<file path="config.mk">
export PLATFORM = sky130hd
export DESIGN_NAME = ipsr_top
export DESIGN_NICKNAME = d
export VERILOG_FILES = /design/src/shared/ipsr_pkg.sv /design/src/hdl/ipsr_src.sv /design/src/hdl/ipsr_top.sv
export VERILOG_INCLUDE_DIRS = /design/src /design/src/shared
export SDC_FILE = /design/constraint.sdc
export NUM_CORES = 1
export LEC_CHECK = 0
export ABC_AREA = 1
export ABC_CLOCK_PERIOD_IN_PS = 5200
export BUFFER_PORTS_ARGS = -buffer_cell sky130_fd_sc_hd__buf_2
export CORE_UTILIZATION = 35
export DETAILED_ROUTE_END_ITERATION = 8
export PLACE_DENSITY = 0.65
export RECOVER_POWER = 100
export SKIP_LAST_GASP = 1
export SYNTH_ARGS = -nofsm -noshare
export SYNTH_HDL_FRONTEND = slang
export SYNTH_SLANG_ARGS = --single-unit
</file>
<file path="constraint.sdc">
create_clock -name core_clk -period 5.2 [get_ports core_clk]
set_clock_uncertainty 0.05 [all_clocks]
set_input_delay 0 -clock core_clk [delete_from_list [all_inputs] [get_ports core_clk]]
set_output_delay 0 -clock core_clk [all_outputs]
set_load 0.02 [all_outputs]
</file>
<file path="src/shared/ipsr_params.svh">
// Purpose: offsets, field positions and reset values of the priority slice
// Assumes: included by its bare name from design files
// Notes:   byte offsets on a 32-bit classic wishbone bus
`ifndef IPSR_PARAMS_SVH
`define IPSR_PARAMS_SVH

// register byte offsets
`define IPSR_ADR_LVD   8'h00
`define IPSR_ADR_CTM   8'h04
`define IPSR_ADR_ICS   8'h08

// field positions
`define IPSR_LVD_LSB   0
`define IPSR_CTM_LSB   4
`define IPSR_VEC_LSB   0
`define IPSR_LVL_LSB   8
`define IPSR_CAP_BIT   13
`define IPSR_PEND_BIT  15

// priority reset value and disabled priority
`define IPSR_PRIO_RST  3'h4
`define IPSR_OFF_PRIO  3'h0

`endif

</file>
<file path="src/shared/ipsr_pkg.sv">
// Purpose: types shared by the priority slice modules
// Assumes: nothing beyond a SystemVerilog compiler
// Notes:   all module state is carried as one packed struct
`default_nettype none

package ipsr_pkg;

  // request handshake toward the core
  typedef enum logic [0:0] {
    IPSR_IDLE = 1'b0,
    IPSR_REQ  = 1'b1
  } ipsr_req_st_t;

  // state of one source pending flag
  typedef struct packed {
    logic pend;
  } ipsr_src_st_t;

  // state of the top module
  typedef struct packed {
    ipsr_req_st_t st;
    logic [2:0]   lvd_prio;
    logic [2:0]   ctm_prio;
    logic         cap;
    logic [3:0]   req_lvl;
    logic [6:0]   req_vec;
    logic         req_lvd;
    logic [6:0]   ack_vec;
    logic         wb_ack;
    logic [31:0]  rdata;
  } ipsr_state_t;

endpackage

`default_nettype wire

</file>
<file path="src/hdl/ipsr_src.sv">
// Purpose: sticky pending flag of one interrupt source
// Assumes: event and clear are synchronous one-cycle pulses or levels
// Notes:   an event in the clearing cycle keeps the flag set
`default_nettype none

module ipsr_src
  import ipsr_pkg::*;
#(
  parameter logic RST_PEND = 1'b0
)
(
  input  wire logic core_clk,
  input  wire logic rst,
  input  wire logic event_in,
  input  wire logic clear_in,
  output logic      pending
);

  ipsr_src_st_t s_q;
  ipsr_src_st_t s_d;

  // set wins over clear
  always_comb
  begin
    s_d = s_q;
    if (event_in)
    begin
      s_d.pend = 1'b1;
    end
    else if (clear_in)
    begin
      s_d.pend = 1'b0;
    end
  end

  // state register
  always_ff @(posedge core_clk or posedge rst)
  begin
    if (rst)
    begin
      s_q <= '{pend: RST_PEND};
    end
    else
    begin
      s_q <= s_d;
    end
  end

  assign pending = s_q.pend;

  // an event is never lost to a clear
  set_wins_a: assert property (@(posedge core_clk) disable iff (rst)
    event_in |=> pending)
    else $error("source event lost");

endmodule

`default_nettype wire

</file>
<file path="src/hdl/ipsr_top.sv">
// Purpose: priority registers, control/status register and request logic
// Assumes: classic wishbone master, core acknowledges with a pulse
// Notes:   two sources; ties between equal priorities go to low voltage
`default_nettype none
`include "ipsr_params.svh"

// Contract
// - A 3-bit priority is a binary level, seven highest, one lowest.
// - A source whose priority is zero never raises a request.
// - The low voltage priority sits in bits 2..0 and is read/write.
// - Unused priority register bits read zero and ignore writes.
// - Status word: pending bit 15, capture bit 13, level 11..8, vector 6..0.
// - With capture set the vector field shows the best pending source.
// - With capture clear the vector field shows the last acknowledged one.
// - The pending bit is one from request raised until core acknowledge.
module ipsr_top
  import ipsr_pkg::*;
#(
  parameter logic [6:0] LVD_VEC = 7'h48, // arbitrary vector number
  parameter logic [6:0] CTM_VEC = 7'h58  // arbitrary vector number
)
(
  input  wire logic        core_clk,
  input  wire logic        rst,
  input  wire logic        wb_cyc_i,
  input  wire logic        wb_stb_i,
  input  wire logic        wb_we_i,
  input  wire logic [7:0]  wb_adr_i,
  input  wire logic [3:0]  wb_sel_i,
  input  wire logic [31:0] wb_dat_i,
  output logic [31:0]      wb_dat_o,
  output logic             wb_ack_o,
  input  wire logic        lvd_event,
  input  wire logic        ctm_event,
  input  wire logic [3:0]  cpu_level,
  input  wire logic        cpu_irq_ack,
  output logic             cpu_irq_req,
  output logic [3:0]       cpu_irq_level,
  output logic [6:0]       cpu_irq_vector
);

  ipsr_state_t s_q;
  ipsr_state_t s_d;

  logic        lvd_pend;
  logic        ctm_pend;
  logic        lvd_clr;
  logic        ctm_clr;
  logic        lvd_on;
  logic        ctm_on;
  logic        pick_lvd;
  logic        best_valid;
  logic [2:0]  best_prio;
  logic [6:0]  best_vec;
  logic        raise;
  logic        take_ack;
  logic        bus_req;
  logic        wr_go;
  logic [6:0]  vec_field;
  logic [31:0] ics_word;

  // per-source sticky pending flags
  ipsr_src #(
    .RST_PEND (1'b0)
  ) u_lvd (
    .core_clk (core_clk),
    .rst      (rst),
    .event_in (lvd_event),
    .clear_in (lvd_clr),
    .pending  (lvd_pend)
  );

  ipsr_src #(
    .RST_PEND (1'b0)
  ) u_ctm (
    .core_clk (core_clk),
    .rst      (rst),
    .event_in (ctm_event),
    .clear_in (ctm_clr),
    .pending  (ctm_pend)
  );

  // arbitration between the two sources
  assign lvd_on     = lvd_pend && (s_q.lvd_prio != `IPSR_OFF_PRIO);
  assign ctm_on     = ctm_pend && (s_q.ctm_prio != `IPSR_OFF_PRIO);
  assign pick_lvd   = lvd_on && (!ctm_on || s_q.lvd_prio >= s_q.ctm_prio);
  assign best_valid = lvd_on || ctm_on;
  assign best_prio  = pick_lvd ? s_q.lvd_prio : s_q.ctm_prio;
  assign best_vec   = pick_lvd ? LVD_VEC : CTM_VEC;
  assign raise      = (s_q.st == IPSR_IDLE) && best_valid
                      && ({1'b0, best_prio} > cpu_level);

  // acknowledge from the core clears the served source
  assign take_ack = (s_q.st == IPSR_REQ) && cpu_irq_ack;
  assign lvd_clr  = take_ack && s_q.req_lvd;
  assign ctm_clr  = take_ack && !s_q.req_lvd;

  // vector field source selected by capture mode
  assign vec_field = s_q.cap ? best_vec : s_q.ack_vec;

  // bus strobes
  assign bus_req = wb_cyc_i && wb_stb_i && !s_q.wb_ack;
  assign wr_go   = wb_cyc_i && wb_stb_i && wb_we_i && s_q.wb_ack;

  // status word image
  always_comb
  begin
    ics_word = 32'h0000_0000;
    ics_word[`IPSR_PEND_BIT] = (s_q.st == IPSR_REQ);
    ics_word[`IPSR_CAP_BIT] = s_q.cap;
    ics_word[`IPSR_LVL_LSB +: 4] = s_q.req_lvl;
    ics_word[`IPSR_VEC_LSB +: 7] = vec_field;
  end

  // next state: bus, registers and request handshake
  always_comb
  begin
    s_d = s_q;
    s_d.wb_ack = bus_req;
    // read data captured as ack rises
    if (bus_req)
    begin
      s_d.rdata = 32'h0000_0000;
      if (wb_adr_i == `IPSR_ADR_LVD)
      begin
        s_d.rdata[`IPSR_LVD_LSB +: 3] = s_q.lvd_prio;
      end
      else if (wb_adr_i == `IPSR_ADR_CTM)
      begin
        s_d.rdata[`IPSR_CTM_LSB +: 3] = s_q.ctm_prio;
      end
      else if (wb_adr_i == `IPSR_ADR_ICS)
      begin
        s_d.rdata = ics_word;
      end
    end
    // writes land on the edge that sees ack; priority fields sit in the low byte, capture in byte 1
    if (wr_go && wb_sel_i[0])
    begin
      if (wb_adr_i == `IPSR_ADR_LVD)
      begin
        s_d.lvd_prio = wb_dat_i[`IPSR_LVD_LSB +: 3];
      end
      else if (wb_adr_i == `IPSR_ADR_CTM)
      begin
        s_d.ctm_prio = wb_dat_i[`IPSR_CTM_LSB +: 3];
      end
    end
    if (wr_go && wb_sel_i[1] && wb_adr_i == `IPSR_ADR_ICS)
    begin
      s_d.cap = wb_dat_i[`IPSR_CAP_BIT];
    end
    // request handshake
    case (s_q.st)
      IPSR_IDLE:
      begin
        if (raise)
        begin
          s_d.st      = IPSR_REQ;
          s_d.req_lvl = {1'b0, best_prio};
          s_d.req_vec = best_vec;
          s_d.req_lvd = pick_lvd;
        end
      end
      IPSR_REQ:
      begin
        if (cpu_irq_ack)
        begin
          s_d.st      = IPSR_IDLE;
          s_d.ack_vec = s_q.req_vec;
        end
      end
      default:
      begin
        s_d.st = IPSR_IDLE;
      end
    endcase
  end

  // state register, priorities load level four
  always_ff @(posedge core_clk or posedge rst)
  begin
    if (rst)
    begin
      s_q <= '{st:       IPSR_IDLE,
               lvd_prio: `IPSR_PRIO_RST,
               ctm_prio: `IPSR_PRIO_RST,
               cap:      1'b0,
               req_lvl:  4'h0,
               req_vec:  7'h00,
               req_lvd:  1'b0,
               ack_vec:  7'h00,
               wb_ack:   1'b0,
               rdata:    32'h0000_0000};
    end
    else
    begin
      s_q <= s_d;
    end
  end

  // outputs
  assign wb_ack_o       = s_q.wb_ack;
  assign wb_dat_o       = s_q.rdata;
  assign cpu_irq_req    = (s_q.st == IPSR_REQ);
  assign cpu_irq_level  = s_q.req_lvl;
  assign cpu_irq_vector = s_q.req_vec;

  // higher priority wins the request
  pick_high_a: assert property (@(posedge core_clk) disable iff (rst)
    (s_q.st == IPSR_IDLE) && lvd_on && ctm_on
    && (s_q.ctm_prio > s_q.lvd_prio) && ({1'b0, s_q.ctm_prio} > cpu_level)
    |=> cpu_irq_req && (cpu_irq_vector == CTM_VEC))
    else $error("lower priority source won");

  // disabled sources never request
  disabled_src_a: assert property (@(posedge core_clk) disable iff (rst)
    $rose(cpu_irq_req) |-> (cpu_irq_level != 4'h0))
    else $error("request with priority zero");

  // low voltage field readback
  lvd_read_a: assert property (@(posedge core_clk) disable iff (rst)
    bus_req && !wb_we_i && (wb_adr_i == `IPSR_ADR_LVD)
    |=> wb_ack_o && (wb_dat_o == {29'h0000_0000, $past(s_q.lvd_prio)}))
    else $error("low voltage priority readback wrong");

  // unused bits of the charge register stay zero
  ctm_unused_a: assert property (@(posedge core_clk) disable iff (rst)
    wb_ack_o && !wb_we_i && (wb_adr_i == `IPSR_ADR_CTM)
    |-> (wb_dat_o[31:7] == 25'h000_0000) && (wb_dat_o[3:0] == 4'h0))
    else $error("unused priority bits not zero");

  // status word layout
  ics_layout_a: assert property (@(posedge core_clk) disable iff (rst)
    bus_req && !wb_we_i && (wb_adr_i == `IPSR_ADR_ICS)
    |=> (wb_dat_o[15] == $past(cpu_irq_req))
        && (wb_dat_o[11:8] == $past(cpu_irq_level))
        && (wb_dat_o[14] == 1'b0) && (wb_dat_o[7] == 1'b0))
    else $error("status word layout wrong");

  // reset level of both priority fields
  prio_reset_a: assert property (@(posedge core_clk) disable iff (rst)
    $past(rst) |-> (s_q.lvd_prio == 3'h4) && (s_q.ctm_prio == 3'h4))
    else $error("priority reset level wrong");

  // charge priority write lands in bits 6..4
  ctm_write_a: assert property (@(posedge core_clk) disable iff (rst)
    wr_go && wb_sel_i[0] && (wb_adr_i == `IPSR_ADR_CTM)
    |=> s_q.ctm_prio == $past(wb_dat_i[6:4]))
    else $error("charge priority write lost");

  // capture mode shows the live winner
  vec_live_a: assert property (@(posedge core_clk) disable iff (rst)
    s_q.cap && lvd_on && !ctm_on |-> vec_field == LVD_VEC)
    else $error("live vector not shown");

  // hold mode keeps the vector until an acknowledge
  vec_hold_a: assert property (@(posedge core_clk) disable iff (rst)
    !s_q.cap && !take_ack ##1 !s_q.cap |-> vec_field == $past(vec_field))
    else $error("held vector changed");

  // pending flag held until acknowledged, then dropped
  pend_hold_a: assert property (@(posedge core_clk) disable iff (rst)
    cpu_irq_req && !cpu_irq_ack |=> cpu_irq_req)
    else $error("request dropped without acknowledge");

  pend_drop_a: assert property (@(posedge core_clk) disable iff (rst)
    cpu_irq_req && cpu_irq_ack
    |=> !cpu_irq_req && (s_q.ack_vec == $past(cpu_irq_vector)))
    else $error("acknowledge not taken");

  // bus ack is a single cycle
  ack_pulse_a: assert property (@(posedge core_clk) disable iff (rst)
    wb_ack_o |=> !wb_ack_o)
    else $error("ack longer than one cycle");

  // main scenarios
  raise_c: cover property (@(posedge core_clk) disable iff (rst)
    $rose(cpu_irq_req));
  ack_c: cover property (@(posedge core_clk) disable iff (rst)
    cpu_irq_req && cpu_irq_ack);
  live_c: cover property (@(posedge core_clk) disable iff (rst)
    s_q.cap && best_valid && wb_ack_o && (wb_adr_i == `IPSR_ADR_ICS));
  write_c: cover property (@(posedge core_clk) disable iff (rst)
    wr_go && (wb_adr_i == `IPSR_ADR_LVD));

endmodule

`default_nettype wire

</file>
==> impl_metrics.tcl <==
set metrics [dict create \
    cts_tree "built" \
    first_global_vias 1326 \
    portBuffers 48 \
    rr_startpoint "s_q[55]" \
    via_per_inst 4.09 \
    dp_cells 320 \
    mostFrequentLayoutCell "nand2_1" \
    fin_util_pct 41.7 \
    power_switching_mw 0.215 \
    maxCapViolations 1 \
    power_leakage_nw 1.14 \
    drv_slew 32 \
    drc_errors 0 \
    antenna_cells 0 \
    cts_max_path_buffers 2 \
    clkTransAtPathRegs_ps 70 \
    gp_congestion 0.749 \
    synthTopCellsByArea "dfrtp_1, buf_4, nand2_1" \
    power.share.combinational_pct 22.2 \
    area_delta_synth_final_pct 12.4 \
    drtIter0Drc 46 \
    cp-end-kind "register" \
    finalHoldViolations 0 \
    fin_nets 330 \
    synth_seq_area_share_pct 40.3 \
    drtAntennaViolNets 0 \
    grt_max_degree 32 \
    seqPwrFrac_pct 43.1 \
    violations "max-capacitance violations, max-slew violations" \
    die_w_um 76.3 \
    cts_root_buf "clkbuf_8" \
    arrival_ps 3200 \
    synth_cell_types 32 \
    stdcell_count 339 \
    cts_buffers 5 \
    switching_share_pct 31.0 \
    synth_warnings 0 \
    dpl.hpwl_mm 2.72 \
    synthDominantCellAreaShare_pct 37.5 \
    min_path_type "primary input to register" \
    netlist_instances 221 \
    period_needed_ps 3090 \
    worst_slew_pin_slew_ps 1580 \
    fin_crit_sh_pct 59.4 \
    hp-start "wb_adr_i[2]" \
    grt_usage_pct 13.0 \
    synth_seq_cells 31 \
    fmax_mhz 324 \
    antenna_found_initial 0 \
    wl_per_cell_um 10.2 \
    start_kind "register" \
    pwr-share-clk_pct 34.7 \
    die-area_um2 5820 \
    num_rows 26 \
    netlist_area_um2 1930 \
    clkLatencyLatePin_ps 270 \
    drive_above_1_share_pct 21.9 \
    crit_type "register to register" \
    power.internal_mw 0.480 \
    critical_path_required_ps 5310 \
    cts_resized 0 \
    relSlewSlack_pct -5.25 \
    initial_core_util_pct 37.1 \
    via_count 1385 \
    cts_setup_buffers 0 \
    hold_buffers 11 \
    reg2reg_slack_ps 2110 \
    drt-total-wl_mm 3.44 \
    avgSynthCellArea_um2 8.75 \
    tns_ps 0 \
    n_fill_cell 542 \
    final_cell_mix "nand2_1, dfrtp_1, buf_2, conb_1" \
    p_per_area_nw_per_um2 320 \
    ir_drop_v 0.000119 \
    grt_pass1_wl_mm 5.89 \
    dr.pass1.iters 4 \
    h-tree-depth 2 \
    die-height_um 76.3 \
    clock_sink_count 31 \
    num_io_pins 101 \
    async_reset_ff_share_pct 100 \
    setup_violations 0 \
    fp.coreArea_um2 5200 \
    status "finished with violations" \
    synth_ff_type "dfrtp_1" \
    cp_max_fo 8 \
    crit_path_start "s_q[55]" \
    synth-edff-count 0 \
    yosys.area.top_type "dfrtp_1" \
    rsz0062_at_grt "no" \
    grt_overflow 0 \
]
per-stage QoR:
step	setup slack, ps	hold slack (ps)	area (um^2)	total power [mW]
global route	1790	20.0	2170	0.739
global placement	2590	45.6	2020	0.462
floorplan	2800	40.8	2020	0.451
CTS	2530	1.17	2250	0.715
finish	2110	1.38	2170	0.695
detailed placement	2590	48.3	2020	0.465
flip-flops by register name (all words and copies together) (netlist names):
signal          count
cpu_irq_req         1
u_lvd.pending       1
cpu_irq_vector      2
cpu_irq_level       3
wb_ack_o            1
s_q                 9
ics_word            1
u_ctm.pending       1
wb_dat_o           12
path summary, 6_finish.rpt:
check                                         to  depth (start not counted)
worst min-delay path                 wb_dat_o[5]                          3
max in group asynchronous            wb_dat_o[1]                          4
worst max register to register  cpu_irq_level[2]                         18
min in group asynchronous                s_q[53]                          4
worst max-delay path            cpu_irq_level[2]                         18
worst min register to register       wb_dat_o[2]                          2
power groups by stage:
| stage | Clock [mW] | Sequential [mW] | Combinational (mW) |
|---|---|---|---|
| 3_3_place_gp | 0 | 0.303 | 0.159 |
| 4_1_cts | 0.247 | 0.300 | 0.167 |
| 3_5_place_dp | 0 | 0.305 | 0.160 |
| 2_1_floorplan | 0 | 0.299 | 0.152 |
| 6_report | 0.241 | 0.300 | 0.154 |
| 5_1_grt | 0.258 | 0.306 | 0.175 |
cell usage after synthesis, drive strengths merged, types with 2 or more instances:
| library cell | instances |
|---|---|
| a21oi | 3 |
| a22o | 5 |
| buf | 44 |
| dfrtp | 29 |
| dfstp | 2 |
| ha | 6 |
| inv | 27 |
| nand2 | 53 |
| nand3 | 5 |
| nand4 | 3 |
| nor2 | 15 |
| o21ai | 18 |
| o21bai | 2 |
area by class of cell:
| type | count | area [um^2] | area share (%) |
|---|---|---|---|
| repair buffers | 60 | 329 | 15.1 |
| clock inverters | 2 | 35.0 | 1.61 |
| well taps | 70 | 87.6 | 4.03 |
| multi-input cells | 142 | 753 | 34.7 |
| inverters | 28 | 106 | 4.90 |
| clock buffers | 6 | 82.6 | 3.80 |
| flip-flops and latches | 31 | 778 | 35.8 |
cell families (layout without fill, tap and decap cells):
group	Yosys count	count (layout)	synth area share [%]
and+or+nand+nor	79	79	20.3
AOI/OAI and AO/OA	32	32	12.6
adders and majority gates	6	6	3.88
other	1	25	0.194
buffers and inverters	72	96	22.8
DFF	31	31	40.3
metal layers:
metal,up-vias,global-route usage [%],wire (um)
li1,726,-,-
met1,619,15.3,1590
met2,38,22.5,1640
met3,2,3.47,189
met4,0,4.62,19
met5,-,0,0
worst max-delay path: stages, from the launching register on:
cell	delay [ps]
dfstp_1	570
inv_1	120
ha_1	330
nand2_1	70
nand2_1	50
a21oi_1	210
nand2_4	90
nand2_1	170
nand2_1	90
o21ai_2	80
ha_1	260
nand2_1	70
nand2_1	50
a21oi_1	120
nor2_1	70
nand2_1	210
clkinvlp_2	230
nand2_2	100
nand2_1	50
(Power assumes the default switching activity.)
